`src/cfgrd_pkg.sv`:
```
// Constants, register map and state codes for the configuration space access block.
// Assumes a Wishbone classic slave with 32-bit data and one register per aligned word.
// What this block does
// - Config select steers access to config region.
// - Region is address half with bit 15 set.
// - User IDs 8000h-8003h readable and writable.
// - 8006h-8008h readable, writes refused.
// - Read of unlisted address clears data pair.
// - Next instruction runs, following two ignored.
// - Low data register holds bits 7 to 0.
// - High data register holds bits 13 to 8.
// - High data bits 7 and 6 read zero.
// - Low address register gives address bits 7:0.
// - High address register gives bits 14:8.
package cfgrd_pkg;

	// Register byte addresses on the bus.
	localparam logic [7:0] CFGRD_OFF_DATA_LOW  = 8'h00;
	localparam logic [7:0] CFGRD_OFF_DATA_HIGH = 8'h04;
	localparam logic [7:0] CFGRD_OFF_ADDR_LOW  = 8'h08;
	localparam logic [7:0] CFGRD_OFF_ADDR_HIGH = 8'h0C;
	localparam logic [7:0] CFGRD_OFF_CONTROL   = 8'h10;
	localparam logic [7:0] CFGRD_OFF_STATUS    = 8'h14;

	// Control register field positions.
	localparam int CFGRD_BIT_READ   = 0;
	localparam int CFGRD_BIT_WRITE  = 1;
	localparam int CFGRD_BIT_ENABLE = 2;
	localparam int CFGRD_BIT_CFGSEL = 6;

	// Reset values.
	localparam logic [7:0] CFGRD_RST_ADDR = 8'h00;
	localparam logic [7:0] CFGRD_RST_CTRL = 8'h00;
	localparam logic [7:0] CFGRD_RST_DATA = 8'h00;

	// Configuration region map.
	localparam logic [15:0] CFGRD_UID_FIRST = 16'h8000;
	localparam logic [15:0] CFGRD_UID_LAST  = 16'h8003;
	localparam logic [15:0] CFGRD_DEVID     = 16'h8006;
	localparam logic [15:0] CFGRD_CFGW_LAST = 16'h8008;
	localparam int          CFGRD_REGION_BIT = 15;

	// Cycles the core stays stalled after the one instruction that still runs.
	localparam int CFGRD_STALL_CYCLES = 2;

	// Access sequencer states, one-hot.
	typedef enum logic [2:0] {
		CFGRD_IDLE  = 3'b001,
		CFGRD_SLOT  = 3'b010,
		CFGRD_STALL = 3'b100
	} cfgrd_state_t;

endpackage

```
`src/cfgrd_space.sv`:
```
// Configuration region storage: user IDs, device ID and two configuration words.
// Assumes the caller gives a 16-bit word address with bit 15 marking the region.
`timescale 1ns/1ns
module cfgrd_space
	import cfgrd_pkg::*;
#(
	parameter logic [13:0] DEVICE_ID = 14'h1234, // Arbitrary neutral identity value.
	parameter logic [13:0] CFG_WORD1 = 14'h3FFF,
	parameter logic [13:0] CFG_WORD2 = 14'h3FFF
) (
	input  wire logic        clk_i,
	input  wire logic        rst_i,
	input  wire logic [15:0] addr_i,
	input  wire logic        wr_i,
	input  wire logic [13:0] wdata_i,
	output logic      [13:0] rdata_o,
	output logic             hit_o
);
	logic [13:0] uid_mem [0:3];
	logic        is_uid;

	assign is_uid = addr_i >= CFGRD_UID_FIRST && addr_i <= CFGRD_UID_LAST;

	// Lookup is combinational; unlisted addresses report a miss so the caller clears.
	always_comb begin
		rdata_o = 14'h0000;
		hit_o   = 1'b1;
		if (is_uid) begin
			rdata_o = uid_mem[addr_i[1:0]];
		end else if (addr_i == CFGRD_DEVID) begin
			rdata_o = DEVICE_ID;
		end else if (addr_i == CFGRD_CFGW_LAST - 16'h0001) begin
			rdata_o = CFG_WORD1;
		end else if (addr_i == CFGRD_CFGW_LAST) begin
			rdata_o = CFG_WORD2;
		end else begin
			hit_o = 1'b0;
		end
	end

	// Only user ID words take writes; all other addresses keep their content.
	always_ff @(posedge clk_i) begin
		if (rst_i) begin
			for (int i = 0; i < 4; i++) begin
				uid_mem[i] <= 14'h0000;
			end
		end else if (wr_i && is_uid) begin
			uid_mem[addr_i[1:0]] <= wdata_i;
		end
	end
endmodule // cfgrd_space

```
`src/cfgrd_top.sv`:
```
// Self-programming register block reaching the configuration region over Wishbone.
// Assumes a classic Wishbone master; normal program memory and data EEPROM lie outside.
//
// The Wishbone slave port and the address map are this design's own decisions.
`timescale 1ns/1ns
module cfgrd_top
	import cfgrd_pkg::*;
(
	input  wire logic        clk_i,
	input  wire logic        rst_i,
	input  wire logic        cyc_i,
	input  wire logic        stb_i,
	input  wire logic        we_i,
	input  wire logic [7:0]  adr_i,
	input  wire logic [3:0]  sel_i,
	input  wire logic [31:0] dat_i,
	output logic      [31:0] dat_o,
	output logic             ack_o,
	output logic             err_o,
	output logic             cpu_stall_o,
	output logic             cfg_access_o
);
	logic        [7:0]  data_low_q;
	logic        [5:0]  data_high_q;
	logic        [7:0]  addr_low_q;
	logic        [6:0]  addr_high_q;
	logic        [7:0]  ctrl_q;
	logic               refused_q;
	cfgrd_state_t       state_q;
	logic        [1:0]  stall_cnt_q;
	logic        [15:0] target;
	logic        [13:0] space_rdata;
	logic               space_hit;
	logic               space_wr;
	logic               req;
	logic               bus_wr;
	logic               mapped;
	logic        [31:0] rd_mux;
	logic        [13:0] data_word;

	// Range test for the writable user ID words, shared by the flag logic and the checks.
	// The storage block keeps its own decode, so both must move together if the map changes.
	function automatic logic user_id_hit(input logic [15:0] a);
		return a >= CFGRD_UID_FIRST && a <= CFGRD_UID_LAST;
	endfunction

	// The region sits in the upper half; bit 15 is forced by the select bit.
	// Software cannot reach the region by address alone, which keeps stray pointers out.
	assign target = {ctrl_q[CFGRD_BIT_CFGSEL], addr_high_q, addr_low_q};
	assign req    = cyc_i && stb_i && !ack_o && !err_o;
	assign bus_wr = req && we_i && sel_i[0];
	assign mapped = adr_i == CFGRD_OFF_DATA_LOW || adr_i == CFGRD_OFF_DATA_HIGH
		|| adr_i == CFGRD_OFF_ADDR_LOW || adr_i == CFGRD_OFF_ADDR_HIGH
		|| adr_i == CFGRD_OFF_CONTROL || adr_i == CFGRD_OFF_STATUS;

	// The data pair as one word, in the order that the storage and the checks expect.
	assign data_word = {data_high_q, data_low_q};

	// Write pulse to storage when the write trigger fires with the enable and select bits set.
	assign space_wr = state_q == CFGRD_SLOT && ctrl_q[CFGRD_BIT_WRITE]
		&& ctrl_q[CFGRD_BIT_ENABLE] && ctrl_q[CFGRD_BIT_CFGSEL];

	// Storage for the region; it decodes the word address and refuses writes itself.
	cfgrd_space cfgrd_space_inst (
		.clk_i   (clk_i),
		.rst_i   (rst_i),
		.addr_i  (target),
		.wr_i    (space_wr),
		.wdata_i (data_word),
		.rdata_o (space_rdata),
		.hit_o   (space_hit)
	);

	// Readback mux; unused upper bits read zero.
	// Bit 7 of the high address reads as one, since the unimplemented bit there is tied high.
	always_comb begin
		rd_mux = 32'h0000_0000;
		unique case (adr_i)
			CFGRD_OFF_DATA_LOW:  rd_mux[7:0] = data_low_q;
			CFGRD_OFF_DATA_HIGH: rd_mux[7:0] = {2'b00, data_high_q};
			CFGRD_OFF_ADDR_LOW:  rd_mux[7:0] = addr_low_q;
			CFGRD_OFF_ADDR_HIGH: rd_mux[7:0] = {1'b1, addr_high_q};
			CFGRD_OFF_CONTROL:   rd_mux[7:0] = ctrl_q;
			CFGRD_OFF_STATUS:    rd_mux[7:0] = {6'h00, refused_q, cpu_stall_o};
			default:             rd_mux = 32'h0000_0000;
		endcase
	end

	// Bus answer: ack one cycle after the request, err for unmapped offsets.
	// Registering the answer costs one wait state but keeps every output straight from a flop.
	always_ff @(posedge clk_i) begin
		if (rst_i) begin
			ack_o <= 1'b0;
			err_o <= 1'b0;
			dat_o <= 32'h0000_0000;
		end else begin
			ack_o <= req && mapped;
			err_o <= req && !mapped;
			dat_o <= rd_mux;
		end
	end

	// Address registers are plain software-owned storage.
	// They are not locked during a stall; the fetch has already used them by then.
	always_ff @(posedge clk_i) begin
		if (rst_i) begin
			addr_low_q  <= CFGRD_RST_ADDR;
			addr_high_q <= CFGRD_RST_ADDR[6:0];
		end else if (bus_wr && adr_i == CFGRD_OFF_ADDR_LOW) begin
			addr_low_q <= dat_i[7:0];
		end else if (bus_wr && adr_i == CFGRD_OFF_ADDR_HIGH) begin
			addr_high_q <= dat_i[6:0];
		end
	end

	// Data pair: a finished read loads it, else software writes it.
	// The fetch wins over a bus write in the same cycle, since the core stalls right after.
	always_ff @(posedge clk_i) begin
		if (rst_i) begin
			data_low_q  <= CFGRD_RST_DATA;
			data_high_q <= CFGRD_RST_DATA[5:0];
		end else if (state_q == CFGRD_SLOT && ctrl_q[CFGRD_BIT_READ] && ctrl_q[CFGRD_BIT_CFGSEL]) begin
			// A miss returns zero from storage, which clears both halves.
			data_low_q  <= space_hit ? space_rdata[7:0] : 8'h00;
			data_high_q <= space_hit ? space_rdata[13:8] : 6'h00;
		end else if (bus_wr && adr_i == CFGRD_OFF_DATA_LOW) begin
			data_low_q <= dat_i[7:0];
		end else if (bus_wr && adr_i == CFGRD_OFF_DATA_HIGH) begin
			data_high_q <= dat_i[5:0];
		end
	end

	// Control: triggers can only be set by software and are cleared by hardware.
	// A set landing in the very cycle of the hardware clear is lost, so software must
	// not rearm a trigger until it has read it back clear.
	always_ff @(posedge clk_i) begin
		if (rst_i) begin
			ctrl_q <= CFGRD_RST_CTRL;
		end else begin
			if (bus_wr && adr_i == CFGRD_OFF_CONTROL) begin
				ctrl_q <= dat_i[7:0] | (ctrl_q & 8'h03);
			end
			if (state_q == CFGRD_STALL && stall_cnt_q == 2'd1) begin
				ctrl_q[CFGRD_BIT_READ]  <= 1'b0;
				ctrl_q[CFGRD_BIT_WRITE] <= 1'b0;
			end
		end
	end

	// Refused-write flag, set when a write hits a read-only or unlisted address.
	// The hardware set comes first, so it wins over a clear arriving in the same cycle.
	always_ff @(posedge clk_i) begin
		if (rst_i) begin
			refused_q <= 1'b0;
		end else if (state_q == CFGRD_SLOT && ctrl_q[CFGRD_BIT_WRITE] && ctrl_q[CFGRD_BIT_CFGSEL]) begin
			refused_q <= !user_id_hit(target);
		end else if (bus_wr && adr_i == CFGRD_OFF_STATUS && dat_i[1]) begin
			refused_q <= 1'b0;
		end
	end

	// Sequencer: one slot for the next instruction, then the core stalls.
	// The counter is two bits wide, so the stall length constant must stay below four.
	always_ff @(posedge clk_i) begin
		if (rst_i) begin
			state_q     <= CFGRD_IDLE;
			stall_cnt_q <= 2'd0;
			cpu_stall_o <= 1'b0;
		end else begin
			unique case (state_q)
				CFGRD_IDLE: begin
					if (ctrl_q[CFGRD_BIT_READ] || ctrl_q[CFGRD_BIT_WRITE]) begin
						state_q <= CFGRD_SLOT;
					end
				end
				CFGRD_SLOT: begin
					state_q     <= CFGRD_STALL;
					stall_cnt_q <= 2'(CFGRD_STALL_CYCLES);
					cpu_stall_o <= 1'b1;
				end
				CFGRD_STALL: begin
					stall_cnt_q <= stall_cnt_q - 2'd1;
					if (stall_cnt_q == 2'd1) begin
						state_q     <= CFGRD_IDLE;
						cpu_stall_o <= 1'b0;
					end
				end
			endcase
		end
	end

	// Marks that the target is the configuration region.
	// It lags the select bit by one cycle; it is a status hint, not part of the decode.
	always_ff @(posedge clk_i) begin
		if (rst_i) begin
			cfg_access_o <= 1'b0;
		end else begin
			cfg_access_o <= ctrl_q[CFGRD_BIT_CFGSEL];
		end
	end

	a_read_clears: assert property (@(posedge clk_i) disable iff (rst_i)
		state_q == CFGRD_SLOT && ctrl_q[CFGRD_BIT_READ] && ctrl_q[CFGRD_BIT_CFGSEL] && !space_hit
		|=> data_low_q == 8'h00 && data_high_q == 6'h00)
		else $error("Read of unlisted address did not clear data.");

	a_high_zero: assert property (@(posedge clk_i) disable iff (rst_i)
		ack_o && $past(adr_i) == CFGRD_OFF_DATA_HIGH && !$past(we_i) |-> dat_o[7:6] == 2'b00)
		else $error("High data top bits not zero.");

	a_slot_then_stall: assert property (@(posedge clk_i) disable iff (rst_i)
		state_q == CFGRD_IDLE && ctrl_q[CFGRD_BIT_READ] |=> !cpu_stall_o ##1 cpu_stall_o[*2] ##1 !cpu_stall_o)
		else $error("Stall timing after trigger is wrong.");

	a_trig_clears: assert property (@(posedge clk_i) disable iff (rst_i)
		$fell(cpu_stall_o) |-> !ctrl_q[CFGRD_BIT_READ])
		else $error("Read trigger still set when execution resumes.");

	a_ro_kept: assert property (@(posedge clk_i) disable iff (rst_i)
		space_wr && target >= CFGRD_DEVID |=> refused_q)
		else $error("Write to read-only word not refused.");

	a_uid_write: assert property (@(posedge clk_i) disable iff (rst_i)
		space_wr && target == CFGRD_UID_FIRST |=> !refused_q)
		else $error("User ID write refused.");

	a_region_bit: assert property (@(posedge clk_i) disable iff (rst_i)
		space_hit |-> target[CFGRD_REGION_BIT])
		else $error("Region hit without bit 15.");

	a_low_write: assert property (@(posedge clk_i) disable iff (rst_i)
		bus_wr && adr_i == CFGRD_OFF_DATA_LOW && state_q != CFGRD_SLOT |=> data_low_q == $past(dat_i[7:0]))
		else $error("Low data write lost.");

	// The checks below watch the register file, the region map and the stall timing.
	// Each one is tied to the logic that it guards, so a broken path trips its own label.

	// Register readback and storage: the bus must see the stored bits.
	// Unimplemented high data bits 7 and 6 are covered by the zero check above.
	a_low_byte_read: assert property (@(posedge clk_i) disable iff (rst_i)
		ack_o && $past(adr_i) == CFGRD_OFF_DATA_LOW && !$past(we_i)
		|-> dat_o[7:0] == $past(data_low_q))
		else $error("Low data readback differs from the stored byte.");

	a_high_read: assert property (@(posedge clk_i) disable iff (rst_i)
		ack_o && $past(adr_i) == CFGRD_OFF_DATA_HIGH && !$past(we_i)
		|-> dat_o[5:0] == $past(data_high_q))
		else $error("High data readback differs from the stored bits.");

	a_high_store: assert property (@(posedge clk_i) disable iff (rst_i)
		bus_wr && adr_i == CFGRD_OFF_DATA_HIGH && state_q != CFGRD_SLOT
		|=> data_high_q == $past(dat_i[5:0]))
		else $error("High data write lost.");

	a_addr_low_store: assert property (@(posedge clk_i) disable iff (rst_i)
		bus_wr && adr_i == CFGRD_OFF_ADDR_LOW
		|=> target[7:0] == $past(dat_i[7:0]))
		else $error("Low address write did not reach the target address.");

	a_addr_high_store: assert property (@(posedge clk_i) disable iff (rst_i)
		bus_wr && adr_i == CFGRD_OFF_ADDR_HIGH
		|=> target[14:8] == $past(dat_i[6:0]))
		else $error("High address write did not reach the target address.");

	a_status_refused: assert property (@(posedge clk_i) disable iff (rst_i)
		ack_o && $past(adr_i) == CFGRD_OFF_STATUS && !$past(we_i)
		|-> dat_o[1] == $past(refused_q))
		else $error("Status readback does not show the refused flag.");

	// Region map: every listed word answers; the low half and the gap after the user IDs miss.
	// These hold on the target alone, whether or not a fetch is running.
	a_low_half_miss: assert property (@(posedge clk_i) disable iff (rst_i)
		!target[CFGRD_REGION_BIT]
		|-> !space_hit)
		else $error("Region answered outside its address half.");

	a_uid_hit: assert property (@(posedge clk_i) disable iff (rst_i)
		user_id_hit(target)
		|-> space_hit)
		else $error("User ID word not readable.");

	a_id_words_hit: assert property (@(posedge clk_i) disable iff (rst_i)
		target == CFGRD_DEVID || target == CFGRD_CFGW_LAST - 16'h0001 || target == CFGRD_CFGW_LAST
		|-> space_hit)
		else $error("Identity or configuration word not readable.");

	a_gap_miss: assert property (@(posedge clk_i) disable iff (rst_i)
		target > CFGRD_UID_LAST && target < CFGRD_DEVID
		|-> !space_hit)
		else $error("Unlisted address inside the region answered.");

	// Transfers between the data pair and the storage.
	// Bus writes in the fetch cycle are left out of the select-off and storage checks, as they move the target or the data.
	a_sel_off_keep: assert property (@(posedge clk_i) disable iff (rst_i)
		state_q == CFGRD_SLOT && ctrl_q[CFGRD_BIT_READ] && !ctrl_q[CFGRD_BIT_CFGSEL] && !bus_wr
		|=> $stable(data_word))
		else $error("Read with the select bit clear changed the data pair.");

	a_read_loads: assert property (@(posedge clk_i) disable iff (rst_i)
		state_q == CFGRD_SLOT && ctrl_q[CFGRD_BIT_READ] && ctrl_q[CFGRD_BIT_CFGSEL] && space_hit
		|=> data_word == $past(space_rdata))
		else $error("Fetched word not loaded into the data pair.");

	a_uid_stored: assert property (@(posedge clk_i) disable iff (rst_i)
		space_wr && user_id_hit(target) && !bus_wr
		|=> space_rdata == $past(data_word))
		else $error("User ID write did not store the data pair.");

	a_ro_unchanged: assert property (@(posedge clk_i) disable iff (rst_i)
		space_wr && !user_id_hit(target) && !bus_wr
		|=> $stable(space_rdata))
		else $error("Refused write changed the stored word.");

	a_refused_flag: assert property (@(posedge clk_i) disable iff (rst_i)
		state_q == CFGRD_SLOT && ctrl_q[CFGRD_BIT_WRITE] && ctrl_q[CFGRD_BIT_CFGSEL] && !user_id_hit(target)
		|=> refused_q)
		else $error("Refused write not flagged.");

	// Stall timing and the self-clearing trigger.
	// The core runs one slot, stalls for the set length and resumes with the trigger clear.
	a_stall_two: assert property (@(posedge clk_i) disable iff (rst_i)
		$rose(cpu_stall_o)
		|=> cpu_stall_o ##1 !cpu_stall_o)
		else $error("Stall did not last two cycles.");

	a_stall_after_slot: assert property (@(posedge clk_i) disable iff (rst_i)
		$rose(cpu_stall_o)
		|-> $past(state_q) == CFGRD_SLOT)
		else $error("Stall began without the executed slot.");

	a_trig_held: assert property (@(posedge clk_i) disable iff (rst_i)
		cpu_stall_o
		|-> ctrl_q[CFGRD_BIT_READ] || ctrl_q[CFGRD_BIT_WRITE])
		else $error("Trigger cleared before the stall ended.");

	a_resume_idle: assert property (@(posedge clk_i) disable iff (rst_i)
		$fell(cpu_stall_o)
		|-> state_q == CFGRD_IDLE)
		else $error("Execution resumed while the sequencer was busy.");

	a_select_copy: assert property (@(posedge clk_i) disable iff (rst_i)
		1'b1
		|-> cfg_access_o == $past(ctrl_q[CFGRD_BIT_CFGSEL]))
		else $error("Region marker does not follow the select bit.");

endmodule // cfgrd_top

```
`config.mk`:
```
export PLATFORM = sky130hd
export DESIGN_NAME = cfgrd_top
export DESIGN_NICKNAME = d
export VERILOG_FILES = /design/src/cfgrd_pkg.sv /design/src/cfgrd_space.sv /design/src/cfgrd_top.sv
export SDC_FILE = /design/constraint.sdc
export NUM_CORES = 1
export LEC_CHECK = 0
export ABC_AREA = 1
export BUFFER_PORTS_ARGS = -buffer_cell sky130_fd_sc_hd__buf_4
export CAP_MARGIN = 20
export CORE_ASPECT_RATIO = 0.6
export CORE_UTILIZATION = 40
export CTS_BUF_LIST = sky130_fd_sc_hd__clkbuf_16
export DETAILED_ROUTE_END_ITERATION = 8
export MAX_ROUTING_LAYER = met4
export PLACE_DENSITY = 0.71
export SYNTH_ARGS = -nofsm -noshare
export SYNTH_HDL_FRONTEND = slang
export SYNTH_SLANG_ARGS = --single-unit
```
`constraint.sdc`:
```
create_clock -name clk_i -period 2.8 [get_ports clk_i]
set_input_delay 0.42 -clock clk_i [delete_from_list [all_inputs] [get_ports clk_i]]
set_output_delay 0.42 -clock clk_i [all_outputs]
set_load 0.05 [all_outputs]
```
==> results of run 1 <==
==> logic make-up (layout without fill, tap and decap cells) <==
logic type | Yosys count | in the layout
simple gates | 274 | 274
compound gates | 139 | 139
flops | 113 | 113
buf+inv | 111 | 142
fa+ha+maj | 1 | 1
other cells | 1 | 24
==> flip-flops by register name (all words and copies together), names as in the netlist, named ones only <==
signal,flops
cpu_stall_o,1
addr_low_q,8
ack_o,1
cfgrd_space_inst.uid_mem,56
stall_cnt_q,2
cfg_access_o,1
err_o,1
dat_o,8
addr_high_q,7
refused_q,1
data_high_q,6
data_low_q,8
state_q,3
ctrl_q,8
==> per-stage QoR <==
| stage | cells | total power, W |
|---|---|---|
| final | 863 | 0.00408 |
| after global routing | 863 | 0.00417 |
| after CTS | 863 | 0.00408 |
| after detailed placement | 831 | 0.00201 |
| after global placement | 831 | 0.00200 |
| after floorplan | 662 | 0.00197 |
==> area by class of cell <==
type                            count  share of cell area [%]
Clock buffer                       18                    7.04
Clock inverter                     14                    1.84
Inverter                           61                    3.62
Multi-Input combinational cell    438                    34.3
Sequential cell                   113                    44.1
Tap cell                          170                    3.33
Timing Repair Buffer               49                    5.75
==> cells in the final DEF, fill, tap and decap left out, types with 5 or more instances in the layout <==
master | synthesis | routed
nor2_1 | 90 | 90
dfxtp_1 | 57 | 57
a22o_1 | 6 | 6
o21ai_0 | 58 | 55
nand3_1 | 32 | 32
clkinv_2 | 0 | 6
nor3_2 | 26 | 26
nand2_1 | 93 | 93
a21oi_1 | 55 | 55
edfxtp_1 | 56 | 56
buf_4 | 26 | 49
inv_1 | 57 | 58
o22ai_1 | 10 | 10
clkbuf_16 | 0 | 18
conb_1 | 1 | 24
a32o_1 | 5 | 5
nor3_1 | 18 | 18
==> layer usage <==
metal  wire length (µm)  up-vias
li1                   -     2213
met2               5960      247
met3               1690       25
met1               6840     2212
met4                150        0
met5                  0        -
==> cells in the mapped netlist (all sizes together) <==
cell type  number
dfxtp          57
a21oi          55
a211oi          2
nand3          34
and2            1
o221a           1
buf            37
or2             1
inv            59
conb            1
nand4           2
a22o            6
edfxtp         56
clkbuf         13
o211ai          1
o22ai          10
nor3b           1
nand2          97
nor3           45
a32o            5
nand3b          1
nor2           92
o2111ai         1
clkinv          2
ha              1
o21ai          58
==> power by group through the flow <==
stage	Clock (W)	Combinational [W]	Sequential, W
floorplan	0	0.000156	0.00181
detailed placement	0	0.000196	0.00181
global placement	0	0.000192	0.00181
global route	0.00218	0.000211	0.00178
finish	0.00210	0.000200	0.00178
CTS	0.00210	0.000198	0.00178
==> worst paths after layout <==
kind              slack (ns)             end     startpoint
setup / recovery        0.41       ctrl_q[2]          ack_o
hold / removal          0.30  addr_high_q[2]       dat_i[2]
setup reg to reg        0.41       ctrl_q[2]          ack_o
hold reg to reg         0.48   addr_low_q[4]  addr_low_q[4]
==> worst max-delay path, cell delays in order, from the launching register on <==
cell and delay, ns:
dfxtp_1 0.31, nor2_1 0.10, nand3_1 0.12, nor2_1 0.54
inv_1 0.31, nor2_1 0.17, buf_4 0.20, inv_1 0.16
o21ai_0 0.27, a21oi_1 0.08
==> summary.txt, run 1 <==
Run status
  – Status: complete, no violations

Route
  – Final wirelength: 14.6 mm
  – Pre-antenna DRT Iters: 6
  – Post-DRT Antenna Nets: 0
  – DR DRC count: 0
  – DR iter-0 viols: 445
  – Average vias per placed instance: 5.44
  – DR WL/cell: 17.0 µm
  – Via count: 4697

Finish
  – Layout cells sized above 1: 16.9%
  – Design area: 6390 µm²
  – Multi-input logic area: 2190 µm²
  – Post-layout util: 48.8%
  – Nets: 730
  – N_diodes: 0
  – Layout area overhead: 16.8%
  – Register Area: 2820 µm²
  – Fillers: 1195

Run
  – Max Cap Violations: 0

Placement
  – GPL Wtd Cong: 0.944
  – Pre-CTS setup slack: 0.549 ns
  – Final HPWL DP: 10.0 mm
  – PortBufs: 33
  – Cell Area, Placed: 5830 µm²

Clock network
  – H-tree Lvls: 4
  – Clock buffer depth: 2
  – Clk_lat worst skew: 0.41 ns
  – Number of setup buffers added after CTS: 0
  – Total clock sinks: 113
  – CTS tree: built
  – Clk slew on worst S/H paths: 0.05 ns
  – CTS buffer count: 17
  – Resized cells post-CTS: 0
  – Root Buffer: clkbuf_16
  – Hold buffers post-CTS: 0

GRT
  – GRT overflow: 0
  – Most used routing layer: met1
  – Met1 usage: 32.0%
  – Largest net degree at the start of global routing: 45
  – Met2 Use GR: 29.9%
  – Met3 Use GR: 6.55%
  – Vias in the first global route: 4399
  – First-pass GRT wire length: 23.3 mm
  – Initial antenna violation count: 0
  – Total global-route track usage: 22.3%

Synth
  – Distinct cells, synth: 37
  – Mux share of post-synthesis cell area: 0%
  – Cell area after synthesis: 5470 µm²
  – Post-Synthesis Mean Instance Area: 8.57 µm²
  – Post-Synth Simple-Gate Area: 24.0%
  – Largest cells by area after synthesis: edfxtp_1, dfxtp_1, nand2_1
  – Synth area leader: edfxtp_1
  – Flops & latches, synth: 113
  – Post-synthesis xor/xnor area fraction: 0%
  – Compound-Gate Fraction of Synth Area: 14.1%
  – Share of the synthesized area in the top cell type: 30.7%
  – Post-synthesis cell count: 639
  – Sequential-to-total area share from yosys stat: 51.6%
  – Largest family of logic cells by synthesized area: simple AND/OR/NAND/NOR gates
  – Adder-cell share of the synthesized area: 0.229%
  – Number of synthesis warnings: 0

Timing
  – Worst hold slack: 0.297 ns
  – Tmin final: 2.39 ns
  – Final setup skew: 0.00660 ns
  – Worst setup margin: 0.413 ns
  – Setup TNS Final: 0 ns
  – Fmax: 419 MHz
  – Unrepaired setup endpoints after global routing: false
  – Final setup viols: 0
  – Slew @ Worst Pin: 0.830 ns
  – Pins over their slew limit: 0
  – Period utilisation layout: 85.3%
  – Fin. Hold Viols: 0
  – Slew headroom: 44.3%

Floorplan
  – I/O pins: 85
  – Die width: 153 µm
  – Die ar.: 14200 µm²
  – Rows: 32
  – Starting Density: 41.8%
  – Core Footprint: 13100 µm²
  – Die Ht: 92.6 µm

Worst setup path
  – Crit path DAT: 2.67 ns
  – Worst reg-to-reg path cell count: 9
  – Crit Path Class: register to register
  – Maximum fanout along the worst path: 8
  – WP data required: 3.09 ns
  – Startpoint Class: register
  – CP endpoint kind: register

Pwr
  – Part of the power in the clock network: 51.5%
  – VDD IR max: 0.405 mV
  – Pleak: 2.42 nW
  – Net Switching: 0.000928 W
  – Seq pwr share: 43.6%
  – PD cells: 638 nW/µm²
  – Switching Share: 22.8%
  – Logic pwr share: 4.9%
  – Internal: 0.00315 W

Hold path
  – Hold path depth: 3
  – Hold WC Path Type: primary input to register
Power figures use the tool's default switching activity.
==> inputs of run 2 (changes only) <==
BUFFER_PORTS_ARGS = not set   (was -buffer_cell sky130_fd_sc_hd__buf_4)
CELL_PAD_IN_SITES_DETAIL_PLACEMENT = 1   (was not set)
CELL_PAD_IN_SITES_GLOBAL_PLACEMENT = 1   (was not set)
DONT_BUFFER_PORTS = 1   (was not set)
PLACE_DENSITY = 0.8   (was 0.71)
==> run 2 against run 1 <==
Effect of this change: worst setup slack got worse by 0.17 ns; first-iteration DRC count shrank 18%; clock-buffer cell count up 1; fmax shrank 6.8%; flip-flop and latch count did not move; combinational power is 19% lower; die area unchanged; cell count shrank 3.6%; critical endpoint is now data_high_q[2]; largest cell class unchanged; highest routed layer unchanged.
==> summary.txt, run 2 (same netlist as run 1, synthesis figures left out) <==
Run status
  – Status: complete, no violations

Route
  – Average vias per placed instance: 5.62
  – DR WL/cell: 20.2 µm
  – Pre-antenna DRT Iters: 5
  – Final wirelength: 16.8 mm
  – Via count: 4672
  – DR iter-0 viols: 363
  – Post-DRT Antenna Nets: 0
  – DR DRC count: 0

Clock network
  – Resized cells post-CTS: 0
  – CTS buffer count: 17
  – Total clock sinks: 113
  – Root Buffer: clkbuf_16
  – Clk slew on worst S/H paths: 0.06 ns
  – Number of setup buffers added after CTS: 0
  – CTS tree: built
  – Clock buffer depth: 2
  – Clk_lat worst skew: 0.43 ns
  – Hold buffers post-CTS: 0
  – H-tree Lvls: 4

Finish
  – Reg with most FFs: cfgrd_space_inst.uid_mem
  – Layout area overhead: 13.0%
  – N_diodes: 0
  – Largest register FFs: 56
  – Layout cells sized above 1: 13.3%
  – Most frequent cells in the layout: nand2_1, nor2_1, inv_1, dfxtp_1, edfxtp_1
  – Nets: 699
  – Most common cell after layout, fill and taps aside: nand2_1

Placement
  – Final HPWL DP: 11.6 mm
  – PortBufs: 0
  – GPL Wtd Cong: 0.880

GRT
  – First-pass GRT wire length: 26.2 mm
  – Initial antenna violation count: 0
  – Met2 Use GR: 37.4%
  – Met3 Use GR: 5.52%
  – Vias in the first global route: 4709
  – Total global-route track usage: 25.9%
  – Most used routing layer: met2
  – Met1 usage: 35.8%
  – GRT overflow: 0
  – Largest net degree at the start of global routing: 43

Floorplan
  – Rows: 32
  – Die ar.: 14200 µm²
  – Starting Density: 41.8%
  – Die Ht: 92.6 µm
  – Core Footprint: 13100 µm²
  – Die width: 153 µm
  – I/O pins: 85

Hold path
  – Worst hold start: rst_i
  – Hold path endpoint: addr_high_q[1]
  – Hold WC Path Type: primary input to register
  – Hold path depth: 1

Pwr
  – Internal: 0.00313 W
  – Net Switching: 0.000995 W
  – Switching Share: 24.1%
  – Pleak: 2.26 nW
  – Logic pwr share: 3.9%
  – Part of the power in the clock network: 52.8%
  – Power, Total: 0.00412 W
  – PD cells: 666 nW/µm²
  – VDD IR max: 0.358 mV
  – Seq pwr share: 43.3%

Timing
  – Slew @ Worst Pin: 0.726 ns
  – Pins over their slew limit: 0
  – Final setup skew: 0.00798 ns
  – Fin. Hold Viols: 0
  – Unrepaired setup endpoints after global routing: false
  – Tmin final: 2.56 ns
  – Setup TNS Final: 0 ns
  – Period utilisation layout: 91.5%
  – Fmax: 390 MHz
  – Slew headroom: 51.3%
  – Final setup viols: 0

Worst setup path
  – FF-to-FF End: data_high_q[2]
  – Max stage delay cell, worst path: dfxtp_1
  – Setup slack, reg-to-reg: 0.24 ns
  – CP Cell Sequence: nor2_1, nand3_1, nor2_1, a21oi_1, inv_1, o21ai_0, inv_1, nand2_1, inv_1
  – Worst reg2reg path startpoint: err_o
  – Crit-path max cell delay: 0.65 ns
  – Crit Path Class: register to register
  – Crit path DAT: 2.88 ns
  – Maximum fanout along the worst path: 8
  – CP endpoint kind: register
  – Crit-path most repeated cell: inv_1
  – WP data required: 3.12 ns
  – Worst reg-to-reg path cell count: 9
  – Startpoint Class: register

Run
  – Max Cap Violations: 0
==> run 2: per-layer routing <==
metal / vias to the layer above / share of wire, %
met5: - / 0
met4: 0 / 1.6
met3: 28 / 7.3
met2: 193 / 43
met1: 2305 / 48
li1: 2146 / -
==> run 2: power by group through the flow <==
stage | logic, W | clock network, W | registers, W
final | 0.000161 | 0.00218 | 0.00178
after global routing | 0.000172 | 0.00226 | 0.00179
after CTS | 0.000160 | 0.00220 | 0.00178
after detailed placement | 0.000158 | 0 | 0.00182
after global placement | 0.000153 | 0 | 0.00181
after floorplan | 0.000156 | 0 | 0.00181
==> run 2: worst max-delay path by stage <==
| stage | from | endpoint | slack (ns) | cells past startpoint |
|---|---|---|---|---|
| 2_1_floorplan | ctrl_q[6] | cfgrd_space_inst.uid_mem[0][0] | 0.11 | 11 |
| 4_1_cts | err_o | data_high_q[2] | 0.34 | 9 |
| 3_3_place_gp | ack_o | data_high_q[5] | 0.50 | 9 |
| 6_report | err_o | data_high_q[2] | 0.24 | 9 |
| 3_5_place_dp | adr_i[6] | data_high_q[2] | 0.33 | 11 |
| 5_1_grt | err_o | data_high_q[2] | 0.13 | 9 |
==> run 2: per-stage QoR <==
step	hold WS, ns	cells	cell area (µm²)	utilization, %	setup WS [ns]
after CTS	0.0461	832	6190	47.2	0.343
after detailed placement	0.456	800	5590	42.7	0.333
after global placement	0.438	800	5590	42.7	0.501
after global routing	0.0459	832	6190	47.2	0.131
final	0.0588	832	6190	47.2	0.239
after floorplan	0.430	662	5560	-	0.107
==> run 2: cell type report <==
cell class / instances / area [µm²]
timing repair buffer: 18 / 135
fill: 1527 / 6910
inverter: 61 / 231
clock buffer: 19 / 475
multi-input combinational: 438 / 2190
clock inverter: 13 / 116
sequential: 113 / 2820
tap: 170 / 213
==> run 2: critical path, delay by kind of cell (launching register included) <==
family | cells | cell delay [ns]
buf+inv | 3 | 0.49
simple gates | 4 | 0.44
flops | 1 | 0.65
compound gates | 2 | 0.88
